### config.mk
export PLATFORM = sky130hd
export DESIGN_NAME = sbsc_top
export DESIGN_NICKNAME = d
export VERILOG_FILES = /design/src/include/sbsc_pkg.sv /design/src/hdl/sbsc_top.sv
export SDC_FILE = /design/constraint.sdc
export NUM_CORES = 1
export LEC_CHECK = 0
export BUFFER_PORTS_ARGS = -buffer_cell sky130_fd_sc_hd__buf_2
export CORE_MARGIN = 1
export CORE_UTILIZATION = 57
export DETAILED_ROUTE_END_ITERATION = 16
export PLACE_DENSITY = 0.84
export SLEW_MARGIN = 20
export SYNTH_ARGS = -nofsm -noshare
export SYNTH_HDL_FRONTEND = slang
export SYNTH_SLANG_ARGS = --single-unit
### constraint.sdc
create_clock -name MCLK -period 2.5 [get_ports MCLK]
set_input_delay 0.25 -clock MCLK [delete_from_list [all_inputs] [get_ports MCLK]]
set_output_delay 0.25 -clock MCLK [all_outputs]
set_load 0.005 [all_outputs]
### src/include/sbsc_pkg.sv
// Constants and carrier types for the serial bus signal control block
package sbsc_pkg;
    // Register map (byte addresses)
    localparam logic [15:0] SBSC_ADDR_MODE = 16'hff60;
    localparam logic [15:0] SBSC_ADDR_CTRL = 16'hff61;
    localparam logic [15:0] SBSC_ADDR_ITIM = 16'hff62;
    // Mode register fields
    localparam int SBSC_MODE_ENABLE = 7;
    localparam int SBSC_MODE_MATCH = 6;
    localparam int SBSC_MODE_WAKEUP = 5;
    localparam logic [7:0] SBSC_MODE_RESET = 8'h00;
    localparam logic [7:0] SBSC_MODE_WMASK = 8'hbf;
    // Control register fields
    localparam int SBSC_CTRL_BUSY_EN = 7;
    localparam int SBSC_CTRL_ACK_DET = 6;
    localparam int SBSC_CTRL_AUTO_ACK = 5;
    localparam int SBSC_CTRL_ACK_TRIG = 4;
    localparam int SBSC_CTRL_CMD_DET = 3;
    localparam int SBSC_CTRL_REL_DET = 2;
    localparam int SBSC_CTRL_CMD_TRIG = 1;
    localparam int SBSC_CTRL_REL_TRIG = 0;
    localparam logic [7:0] SBSC_CTRL_RESET = 8'h00;
    // Interrupt timing register fields
    localparam int SBSC_ITIM_CLK_LEVEL = 6;
    localparam logic [7:0] SBSC_ITIM_RESET = 8'h00;
    localparam logic [7:0] SBSC_ITIM_WMASK = 8'hb0;
    // Data bits per frame before the acknowledge clock
    localparam logic [3:0] SBSC_FRAME_BITS = 4'h8;

    typedef struct packed {
        logic [15:0] addr;
        logic [7:0] wdata;
        logic wr;
        logic rd;
    } sbsc_req_t;

    typedef struct packed {
        logic start;
        logic mismatch;
        logic load;
        logic bit_out;
    } sbsc_shift_t;
endpackage

### src/hdl/sbsc_top.sv
// Control and status flag logic for the multi-drop serial bus mode
//
// Local design decision: the strobed register port.
`timescale 1ns/100ps
// How it works
// RULE1: Control register clears to all zeros on reset.
// RULE2: Writing release trigger sets output latch high; trigger then self-clears.
// RULE3: Writing command trigger clears output latch low; trigger then self-clears.
// RULE4: Both line triggers forced to zero while channel disabled.
// RULE5: Release flag set when a release condition appears on the bus.
// RULE6: Release flag cleared by start, wakeup address mismatch, disable or reset.
// RULE7: Command flag set when a command condition appears on the bus.
// RULE8: Command flag cleared by start, release condition, disable or reset.
// RULE9: Manual ack trigger drives ack at next clock fall, then self-clears.
// RULE10: Manual trigger cleared at start or disable; used only after completion.
// RULE11: With auto ack off, ack only comes from the manual trigger.
// RULE12: Auto ack enabled before completion drives ack at the ninth clock fall.
// RULE13: Auto ack enabled after completion acks at next fall; enable stays set.
// RULE14: Ack flag set when ack sampled on a clock rise after completion.
// RULE15: Ack flag cleared at the fall after busy release following start.
// RULE16: With busy enable set, busy driven at the fall following ack.
// RULE17: Clearing busy enable ends busy at the next clock fall; ready follows.
// RULE18: Transfer start releases busy mode but leaves busy enable unchanged.
// RULE19: The three detection flags are read-only.
// RULE20: The three trigger bits read back as zero.
// RULE21: Interrupt timing register resets to zero; software writes bits 3..0 zero.
// RULE22: Clock level status is read-only and reads zero while disabled.
// RULE23: Release condition is data line rising while clock line is high.
// RULE24: Command condition is data line falling while clock line is high.
// RULE25: Channel enable is mode register bit 7; one enables operation.
// RULE26: Bus lines are synchronised and edge-detected on the internal clock.
module sbsc_top (
    input wire logic MCLK,
    input wire logic SRST,
    input wire logic CE,
    input wire sbsc_pkg::sbsc_req_t REQ,
    output logic [7:0] RDATA,
    input wire sbsc_pkg::sbsc_shift_t SHIFT,
    input wire logic SCK_IN,
    input wire logic SDA_IN,
    output logic SDA_O,
    output logic SDA_OE_N,
    output logic CHAN_EN,
    output logic WAKEUP_EN,
    output logic XFER_DONE
);
    import sbsc_pkg::*;

    typedef enum logic [1:0] {
        SBSC_ST_READY,
        SBSC_ST_ACK,
        SBSC_ST_BUSY
    } sbsc_state_t;

    logic [7:0] mode_reg;
    logic [7:0] itim_reg;
    logic busy_enable;
    logic auto_ack_enable;
    logic manual_ack_trigger;
    logic release_trigger;
    logic command_trigger;
    logic release_detected;
    logic command_detected;
    logic ack_detected;
    logic serial_output_latch;
    logic channel_op_enable;
    logic wakeup_enable;
    logic sck_s1, sck_s2, sck_s3;
    logic sda_s1, sda_s2, sda_s3;
    logic sck_rise, sck_fall, sda_rise, sda_fall;
    logic rel_cond, cmd_cond;
    logic wr_mode, wr_ctrl, wr_itim;
    logic [3:0] bit_count;
    logic frame_done;
    logic ack_given;
    logic start_pending;
    logic ack_request;
    sbsc_state_t state;
    sbsc_state_t next_state;
    logic next_drive_low;
    logic [7:0] next_rdata;

    assign channel_op_enable = mode_reg[SBSC_MODE_ENABLE]; // [RULE25]
    assign wakeup_enable = mode_reg[SBSC_MODE_WAKEUP];
    assign wr_mode = REQ.wr && (REQ.addr == SBSC_ADDR_MODE);
    assign wr_ctrl = REQ.wr && (REQ.addr == SBSC_ADDR_CTRL);
    assign wr_itim = REQ.wr && (REQ.addr == SBSC_ADDR_ITIM);

    // Pin synchronisers; only the second and third stages feed logic
    always_ff @(posedge MCLK) begin // [RULE26]
        if (SRST) begin
            sck_s1 <= 1'b1;
            sck_s2 <= 1'b1;
            sck_s3 <= 1'b1;
            sda_s1 <= 1'b1;
            sda_s2 <= 1'b1;
            sda_s3 <= 1'b1;
        end else if (CE) begin
            sck_s1 <= SCK_IN;
            sck_s2 <= sck_s1;
            sck_s3 <= sck_s2;
            sda_s1 <= SDA_IN;
            sda_s2 <= sda_s1;
            sda_s3 <= sda_s2;
        end
    end

    assign sck_rise = CE && channel_op_enable && sck_s2 && !sck_s3;
    assign sck_fall = CE && channel_op_enable && !sck_s2 && sck_s3;
    assign sda_rise = sda_s2 && !sda_s3;
    assign sda_fall = !sda_s2 && sda_s3;
    // Clock must be high both before and after the data edge
    assign rel_cond = CE && channel_op_enable && sda_rise && sck_s2 && sck_s3; // [RULE23]
    assign cmd_cond = CE && channel_op_enable && sda_fall && sck_s2 && sck_s3; // [RULE24]

    // Mode register
    always_ff @(posedge MCLK) begin
        if (SRST) begin
            mode_reg <= SBSC_MODE_RESET;
        end else if (CE) begin
            if (wr_mode) begin
                mode_reg <= REQ.wdata & SBSC_MODE_WMASK;
            end
        end
    end

    // Interrupt timing register; low nibble is never stored
    always_ff @(posedge MCLK) begin
        if (SRST) begin
            itim_reg <= SBSC_ITIM_RESET; // [RULE21]
        end else if (CE) begin
            if (wr_itim) begin
                itim_reg <= REQ.wdata & SBSC_ITIM_WMASK; // [RULE21]
            end
        end
    end

    // Writable control bits
    always_ff @(posedge MCLK) begin
        if (SRST) begin
            busy_enable <= SBSC_CTRL_RESET[SBSC_CTRL_BUSY_EN]; // [RULE1]
            auto_ack_enable <= SBSC_CTRL_RESET[SBSC_CTRL_AUTO_ACK];
        end else if (CE) begin
            if (wr_ctrl) begin
                busy_enable <= REQ.wdata[SBSC_CTRL_BUSY_EN];
                auto_ack_enable <= REQ.wdata[SBSC_CTRL_AUTO_ACK]; // [RULE13]
            end
        end
    end

    // Line triggers live one cycle: they act on the latch, then drop
    always_ff @(posedge MCLK) begin
        if (SRST) begin
            release_trigger <= SBSC_CTRL_RESET[SBSC_CTRL_REL_TRIG];
            command_trigger <= SBSC_CTRL_RESET[SBSC_CTRL_CMD_TRIG];
        end else if (CE) begin
            if (!channel_op_enable) begin
                release_trigger <= 1'b0; // [RULE4]
                command_trigger <= 1'b0; // [RULE4]
            end else if (wr_ctrl) begin
                release_trigger <= REQ.wdata[SBSC_CTRL_REL_TRIG];
                command_trigger <= REQ.wdata[SBSC_CTRL_CMD_TRIG];
            end else begin
                release_trigger <= 1'b0; // [RULE2]
                command_trigger <= 1'b0; // [RULE3]
            end
        end
    end

    // Output latch; release wins if both triggers are written together
    always_ff @(posedge MCLK) begin
        if (SRST) begin
            serial_output_latch <= 1'b1;
        end else if (CE) begin
            if (release_trigger) begin
                serial_output_latch <= 1'b1; // [RULE2]
            end else if (command_trigger) begin
                serial_output_latch <= 1'b0; // [RULE3]
            end else if (SHIFT.load) begin
                serial_output_latch <= SHIFT.bit_out;
            end
        end
    end

    // Release detection; a new condition outranks any clear
    always_ff @(posedge MCLK) begin
        if (SRST) begin
            release_detected <= 1'b0; // [RULE6]
        end else if (CE) begin
            if (!channel_op_enable) begin
                release_detected <= 1'b0; // [RULE6]
            end else if (rel_cond) begin
                release_detected <= 1'b1; // [RULE5]
            end else if (SHIFT.start || (SHIFT.mismatch && wakeup_enable)) begin
                release_detected <= 1'b0; // [RULE6]
            end
        end
    end

    // Command detection
    always_ff @(posedge MCLK) begin
        if (SRST) begin
            command_detected <= 1'b0; // [RULE8]
        end else if (CE) begin
            if (!channel_op_enable) begin
                command_detected <= 1'b0; // [RULE8]
            end else if (cmd_cond) begin
                command_detected <= 1'b1; // [RULE7]
            end else if (SHIFT.start || rel_cond) begin
                command_detected <= 1'b0; // [RULE8]
            end
        end
    end

    // Frame bit counter: rising clock edges since transfer start
    always_ff @(posedge MCLK) begin
        if (SRST) begin
            bit_count <= 4'h0;
        end else if (CE) begin
            if (!channel_op_enable || SHIFT.start) begin
                bit_count <= 4'h0;
            end else if (sck_rise && !frame_done) begin
                bit_count <= bit_count + 4'h1;
            end
        end
    end

    assign frame_done = (bit_count == SBSC_FRAME_BITS);
    assign XFER_DONE = frame_done;

    // Manual acknowledge trigger
    always_ff @(posedge MCLK) begin
        if (SRST) begin
            manual_ack_trigger <= 1'b0;
        end else if (CE) begin
            if (!channel_op_enable || SHIFT.start) begin
                manual_ack_trigger <= 1'b0; // [RULE10]
            end else if (wr_ctrl && REQ.wdata[SBSC_CTRL_ACK_TRIG]) begin
                manual_ack_trigger <= 1'b1;
            end else if (sck_fall && state == SBSC_ST_READY) begin
                manual_ack_trigger <= 1'b0; // [RULE9]
            end
        end
    end

    // Auto ack fires once per frame, whenever it is enabled
    assign ack_request = manual_ack_trigger || // [RULE11]
        (auto_ack_enable && frame_done && !ack_given); // [RULE12] [RULE13]

    always_ff @(posedge MCLK) begin
        if (SRST) begin
            ack_given <= 1'b0;
        end else if (CE) begin
            if (!channel_op_enable || SHIFT.start) begin
                ack_given <= 1'b0;
            end else if (sck_fall && state == SBSC_ST_READY && ack_request) begin
                ack_given <= 1'b1;
            end
        end
    end

    // Ack and busy sequencing on serial clock falls
    always_comb begin
        next_state = state;
        case (state)
            SBSC_ST_READY: begin
                if (ack_request) begin
                    next_state = SBSC_ST_ACK; // [RULE9] [RULE12]
                end
            end
            SBSC_ST_ACK: begin
                if (busy_enable) begin
                    next_state = SBSC_ST_BUSY; // [RULE16]
                end else begin
                    next_state = SBSC_ST_READY;
                end
            end
            SBSC_ST_BUSY: begin
                if (!busy_enable) begin
                    next_state = SBSC_ST_READY; // [RULE17]
                end
            end
            default: begin
                next_state = SBSC_ST_READY;
            end
        endcase
    end

    always_ff @(posedge MCLK) begin
        if (SRST) begin
            state <= SBSC_ST_READY;
        end else if (CE) begin
            if (!channel_op_enable) begin
                state <= SBSC_ST_READY;
            end else if (SHIFT.start) begin
                // Busy enable itself is left alone
                state <= SBSC_ST_READY; // [RULE18]
            end else if (sck_fall) begin
                state <= next_state;
            end
        end
    end

    // Remembers a start so the ack flag clears on the next fall out of busy
    always_ff @(posedge MCLK) begin
        if (SRST) begin
            start_pending <= 1'b0;
        end else if (CE) begin
            if (!channel_op_enable) begin
                start_pending <= 1'b0;
            end else if (SHIFT.start) begin
                start_pending <= 1'b1;
            end else if (sck_fall && state != SBSC_ST_BUSY) begin
                start_pending <= 1'b0;
            end
        end
    end

    // Ack detection; the set outranks the clear in the same cycle
    always_ff @(posedge MCLK) begin
        if (SRST) begin
            ack_detected <= 1'b0; // [RULE15]
        end else if (CE) begin
            if (!channel_op_enable) begin
                ack_detected <= 1'b0; // [RULE15]
            end else if (sck_rise && frame_done && !sda_s2) begin
                ack_detected <= 1'b1; // [RULE14]
            end else if (sck_fall && start_pending && state != SBSC_ST_BUSY) begin
                ack_detected <= 1'b0; // [RULE15]
            end
        end
    end

    // Open-drain data line: only ever pulled low
    assign next_drive_low = channel_op_enable &&
        (!serial_output_latch || state != SBSC_ST_READY);

    always_ff @(posedge MCLK) begin
        if (SRST) begin
            SDA_OE_N <= 1'b1;
        end else if (CE) begin
            SDA_OE_N <= !next_drive_low;
        end
    end

    assign SDA_O = 1'b0;
    assign CHAN_EN = channel_op_enable;
    assign WAKEUP_EN = wakeup_enable;

    // Read mux; unmapped addresses read zero
    always_comb begin
        next_rdata = 8'h00;
        case (REQ.addr)
            SBSC_ADDR_MODE: begin
                next_rdata = mode_reg;
                next_rdata[SBSC_MODE_MATCH] = 1'b0;
            end
            SBSC_ADDR_CTRL: begin
                // Trigger bits always read zero
                next_rdata[SBSC_CTRL_BUSY_EN] = busy_enable; // [RULE20]
                next_rdata[SBSC_CTRL_ACK_DET] = ack_detected; // [RULE19]
                next_rdata[SBSC_CTRL_AUTO_ACK] = auto_ack_enable;
                next_rdata[SBSC_CTRL_CMD_DET] = command_detected; // [RULE19]
                next_rdata[SBSC_CTRL_REL_DET] = release_detected; // [RULE19]
            end
            SBSC_ADDR_ITIM: begin
                next_rdata = itim_reg;
                // Synchronised clock level, forced low when off
                next_rdata[SBSC_ITIM_CLK_LEVEL] = channel_op_enable && sck_s2; // [RULE22]
            end
            default: begin
                next_rdata = 8'h00;
            end
        endcase
    end

    always_ff @(posedge MCLK) begin
        if (SRST) begin
            RDATA <= 8'h00;
        end else if (CE) begin
            if (REQ.rd) begin
                RDATA <= next_rdata;
            end else begin
                RDATA <= 8'h00;
            end
        end
    end
endmodule

==> Yosys cells after proc, flatten, opt, wreduce, memory -nomap -nowiden <==
Index checks and enable logic that the tools add are counted.
Widths: inputs -> output; s select.
{ "classes": {"n_eq_ne": 14, "n_addsub": 1, "n_reduce_logical": 62, "bitwise_logic": 0, "mux": 38, "mul": 0, "n_shift": 0, "magnitude_cmp": 0, "n_div": 0} }
{ "ops": {"columns": ["cell", "n"], "rows": [
  ["$eq 16x16->1 const B", 3],
  ["$logic_and 1x1->1", 30],
  ["$mux 1", 24],
  ["$reduce_and 2->1", 11],
  ["$mux 2", 7],
  ["$logic_not 1->1", 9],
  ["$ne 3x1->1 const B", 3],
  ["$pmux 3 s3", 1],
  ["$mux 4", 2],
  ["$mux 8", 1],
  ["$ne 4x4->1 const B", 2],
  ["$ne 3x2->1 const B", 2],
  ["$pmux 2 s3", 1],
  ["$reduce_bool 2->1", 3],
  ["$reduce_bool 3->1", 2],
  ["$logic_or 1x1->1", 5],
  ["$add 4x1->4 const B", 1],
  ["$eq 4x4->1 const B", 1],
  ["$pmux 2 s2", 1],
  ["$reduce_and 4->1", 1],
  ["$eq 2x1->1 const B", 1],
  ["$eq 2x2->1 const B", 1],
  ["$logic_not 2->1", 1],
  ["$ne 2x2->1 const B", 1],
  ["$pmux 1 s2", 1]
]} }
{ "word_totals": {"rom_bits": 0, "reg_bits": 42, "latchBits": 0, "n_memories": 0, "ram_bits": 0, "inputBits": 35, "out_inout_bits": 13, "elab_cells": 138} }

==> Logic depth before layout (Yosys ltp) <==
{ "logic_depth": {"ltp_word": 9, "mapped_depth": 6, "depth_no_buf": 6} }

==> Worst setup path after synthesis <==
OpenSTA, ideal clock, no wires.
{ "synth_path": {"path_kind": "input -> register", "start": "input REQ[13] (netlist bit)", "end": "register mode_reg[4]", "setup_slack_ps": 793, "required_time_ps": 2368, "setup_time_ps": 132, "path_buffers": 1, "t_arrival_ps": 1575, "cell_stages": 5, "path_cell_list": "or4b_4 > or4_4 > buf_6 > o21ai_1 > a21oi_1"} }
{ "synth_between": {"elab_chain_len": 3} }
{ "synth_rtl": {"columns": ["item", "line", "text"], "rows": [
  ["from (decl)", "sbsc_top.sv:36", "input wire sbsc_pkg::sbsc_req_t REQ,"],
  ["$eq 16x16->1", "sbsc_top.sv:85", "assign wr_mode = REQ.wr && (REQ.addr == SBSC_ADDR_MODE);"],
  ["$logic_and 1x1->1", "sbsc_top.sv:85", null],
  ["$reduce_and 2->1 (no source line)", null, null],
  ["to (signal assigned)", "sbsc_top.sv:122", "mode_reg <= REQ.wdata & SBSC_MODE_WMASK;"],
  ["to (decl)", "sbsc_top.sv:55", "logic [7:0] mode_reg;"]
]} }
Every way passes these cells.
A chain may end at the register's enable or synchronous reset.

==> Worst setup path in the final report <==
{ "layout_path": {"start": "register bit_count[0]", "end": "output XFER_DONE"} }
{ "layout_between": {"elab_chain_len": 1} }
{ "layout_rtl": {"columns": ["item", "line", "text"], "rows": [
  ["from (decl)", "sbsc_top.sv:73", "logic [3:0] bit_count;"],
  ["from (signal assigned)", "sbsc_top.sv:223", "bit_count <= bit_count + 4'h1;"],
  ["$eq 4x4->1", "sbsc_top.sv:228", "assign frame_done = (bit_count == SBSC_FRAME_BITS);"],
  ["to (decl)", "sbsc_top.sv:45", "output logic XFER_DONE"]
]} }
Every way passes these cells.

==> reports/summary.log <==
INFO  outcome        status=finished clean
INFO  floorplanning  pin_count=48
INFO  clock_tree     postCtsResizedCells=0
INFO  routing        detailroute.wirelength.met2=2.05mm
INFO  worst_hold_path worst_hold_path_type=input port to register
INFO  worst_setup_path timing.critical_path.cells=inv_1, ha_1, nand3b_1, inv_1, buf_2
INFO  clock_tree     cts-hold-fix-buffers=0
INFO  pwr            power_leakage=0.893nW
INFO  yosys          synth.net_count=279
INFO  worst_setup_path worst-path-max-fanout=5
INFO  yosys          synth_cell_type_count=48
INFO  routing        antenna_violating_nets_post_route=0
INFO  cells_and_area postLayoutCoreUtil=69.3%
INFO  yosys          ys_seq_area_share=41.5%
INFO  routing        wl_met1=2.07mm
INFO  worst_hold_path worst_hold_path.num_cells=2
INFO  worst_setup_path critical_path.most_common_cell=inv_1
INFO  timing         worst-slew-pin-transition=685ps
INFO  timing         drv_slew=0
INFO  global_routing maximum_number_of_pins_on_one_net_before_global_route_repair=41
INFO  routing        via_to_cell_ratio=5.70
INFO  timing         count_of_final_setup_violators=0
INFO  place          placedCellCount=320
INFO  cells_and_area insertedDiodeCount=0
INFO  floorplanning  floorplan.die.height=61.6µm
INFO  place          numPortBuffers=45
INFO  yosys          ys.warnings.count=0
INFO  worst_setup_path worstReg2RegStart=mode_reg[7]
INFO  worst_setup_path rr_worst_depth=4
INFO  cells_and_area largest_register_ff_count=8
INFO  routing        sum_of_routed_wire_length_over_all_layers=4.38mm
INFO  floorplanning  chipWidth=61.6µm
INFO  routing        drc=0
INFO  worst_setup_path critPathRequiredTime=2250ps
INFO  clock_tree     cts_root_buffer=clkbuf_4
INFO  timing         min_period_over_period=65.7%
INFO  global_routing antenna_found_initial=0
INFO  global_routing grt_pass1_wl=6.90mm
INFO  worst_setup_path setup.worst_path.end=XFER_DONE
INFO  timing         holdWs=91.2ps
INFO  routing        drtIter0Drc=102
INFO  routing        highest-signal-layer=met4
INFO  floorplanning  effective_utilization_at_floorplan=60.2%
INFO  yosys          number_of_synthesized_flops_with_an_enable_pin=0
INFO  worst_setup_path timing.setup.critical_path_class=register to output port
INFO  clock_tree     numClockSinks=42
INFO  clock_tree     cts_setup_buffers=0
INFO  timing         timing.final.hold_violations=0
INFO  timing         timing.max_slew.rel_slack=54.4%
INFO  global_routing first_global_vias=1494
INFO  routing        dr_wl_met3=204µm
INFO  clock_tree     worstSkewPairLatency=360ps
INFO  routing        wire_per_inst=13.3µm
INFO  worst_setup_path critPathCaptureType=output port
INFO  job            maxCapViolCount=0
INFO  worst_setup_path crit_slowest_cell=dfxtp_1
INFO  yosys          synth_async_sr_flop_share=0%
INFO  worst_setup_path timing.critical_path.slowest_cell_delay=410ps
INFO  floorplanning  design.die.area=3800µm²
INFO  yosys          post_synth_instance_area=2030µm²
INFO  worst_setup_path startpoint_types=register
INFO  clock_tree     ctsHtreeMaxLevel=2
INFO  yosys          post_synth_inst_count=242
INFO  cells_and_area n_fill_cell=320
INFO  timing         worst_clock_skew=5.19ps
INFO  cells_and_area nets=318
INFO  cells_and_area syn_to_final_growth=15.0%
INFO  worst_setup_path crit_reg_reg_endpoint=state[0]
INFO  worst_setup_path crit_arrival=1390ps
INFO  worst_setup_path timing.critical_path.from=bit_count[0]
INFO  pwr            p_per_area=518nW/µm²
INFO  floorplanning  fp.coreArea=3360µm²
INFO  place          half_perimeter_wire_length_after_placement=3.09mm
INFO  clock_tree     tritoncts=done
INFO  yosys          post_syn_area_per_cell=8.37µm²
INFO  timing         unrepaired_setup_endpoints_after_global_routing=no
INFO  timing         setup_tns=0ps
INFO  timing         fmax=609MHz
INFO  yosys          ys_dominant_reg_cell=dfxtp_1
INFO  routing        dr.pass1.iters=4
INFO  floorplanning  placementRows=21
INFO  cells_and_area layout.cells.non_filler=328
INFO  clock_tree     clkTransAtPathRegs=120ps
INFO  clock_tree     cts_max_path_buffers=2
INFO  pwr            irDropWorstVdd=0.447mV
INFO  cells_and_area layout_cells_sized_above_1=22.3%
INFO  clock_tree     cts_inserted_buffers=5
INFO  global_routing grt_overflow_total=0
INFO  yosys          synth.ff_latch_count=42
INFO  routing        detailroute.via_count=1868
INFO  place          finalWeightedCongestion=0.792
INFO  timing         fin_crit=1640ps
INFO  pwr            design_power_total=1.21mW
INFO  worst_setup_path worst-r2r-setup-slack=920ps
INFO  global_routing globalRouteTotalUtil=25.3%
cell usage in the layout, fill, tap and decap left out, drive strengths merged, types with 3 or more instances in the layout:
master,netlist,final
and2,3,3
clkbuf,11,5
nor2b,10,10
o31ai,4,4
nand2b,8,8
a21oi,24,24
nor2,12,12
nand4,18,18
nand2,19,19
nand4b,5,5
o21ai,23,23
buf,4,47
nor3,4,4
dfxtp,42,42
inv,7,7
a211o,6,6
nand3,7,7
through the flow:
stage          area, µm²  setup WS, ps
2_1_floorplan       2030           793
3_3_place_gp        2250           626
3_5_place_dp        2250           619
4_1_cts             2330           850
5_1_grt             2330           722
6_report            2330           858
Yosys cell counts (2+ instances only):
| master | count | share of area, % |
|---|---|---|
| a221oi_1 | 2 | 0.86 |
| nor2b_1 | 10 | 3.1 |
| clkbuf_1 | 11 | 2.0 |
| buf_4 | 2 | 0.74 |
| nand4b_1 | 5 | 2.2 |
| nand4_1 | 18 | 5.6 |
| nand2_1 | 19 | 3.5 |
| dfxtp_1 | 42 | 42 |
| nor2_1 | 12 | 2.2 |
| xor2_1 | 2 | 0.86 |
| o21ai_0 | 13 | 3.2 |
| nand3_1 | 7 | 1.7 |
| or3b_2 | 2 | 0.86 |
| a21o_1 | 2 | 0.74 |
| o31ai_1 | 4 | 1.5 |
| a211o_1 | 6 | 2.6 |
| ha_1 | 2 | 1.2 |
| or3_1 | 2 | 0.62 |
| o21ai_1 | 9 | 2.2 |
| nand2b_1 | 8 | 2.5 |
| mux2i_1 | 2 | 0.99 |
| nor3_1 | 4 | 0.99 |
| nand3b_1 | 2 | 0.74 |
| inv_1 | 7 | 1.3 |
| a21oi_1 | 24 | 5.9 |
| and2_1 | 3 | 0.93 |
kinds of logic (layout without fill, tap and decap cells):
logic type	Yosys count	after routing	synth area share, %
AND/OR/NAND/NOR	104	104	30.5
AO/OA/AOI/OAI	66	66	19.3
flip-flops	42	42	41.5
buffers and inverters	22	62	4.82
multiplexers	3	3	1.54
adder cells (fa/ha/maj)	2	2	1.24
XOR/XNOR	2	2	0.865
other	1	1	0.185
worst max-delay path: cells and delay by family, from the launching register on:
| family | cells | cell delay, ps |
|---|---|---|
| fa+ha+maj | 1 | 190 |
| flops | 1 | 410 |
| buf+inv | 3 | 280 |
| simple gates | 1 | 150 |
worst min-delay path by stage:
stage / from / endpoint / slack, ps
global placement: ack_given / ack_given / 440
CTS: SCK_IN / sck_s1 / 90
detailed placement: RDATA[5] / RDATA[5] / 440
floorplan: SCK_IN / sck_s1 / 370
global route: SCK_IN / sck_s1 / 80
finish: SCK_IN / sck_s1 / 90
power by group:
part | switching [mW] | internal [mW] | leakage [nW]
registers | 0.00635 | 0.677 | 0.340
logic | 0.0562 | 0.0390 | 0.508
clock network | 0.221 | 0.207 | 0.0450
total | 0.284 | 0.923 | 0.893
metal layers:
layer | up-vias | track usage [%]
met3 | 5 | 6.93
li1 | 958 | -
met2 | 41 | 39.0
met1 | 864 | 35.1
met4 | 0 | 6.67
met5 | - | 0
cell type report:
cell class | instances | area, µm² | share of cell area (%)
clock buffers | 5 | 37.5 | 1.61
multi-input cells | 178 | 1090 | 46.7
inverters | 7 | 26.3 | 1.13
well taps | 46 | 57.6 | 2.47
repair buffers | 47 | 240 | 10.3
flip-flops and latches | 42 | 841 | 36.1
clock inverters | 3 | 40.0 | 1.72
(Power assumes the default switching activity.)
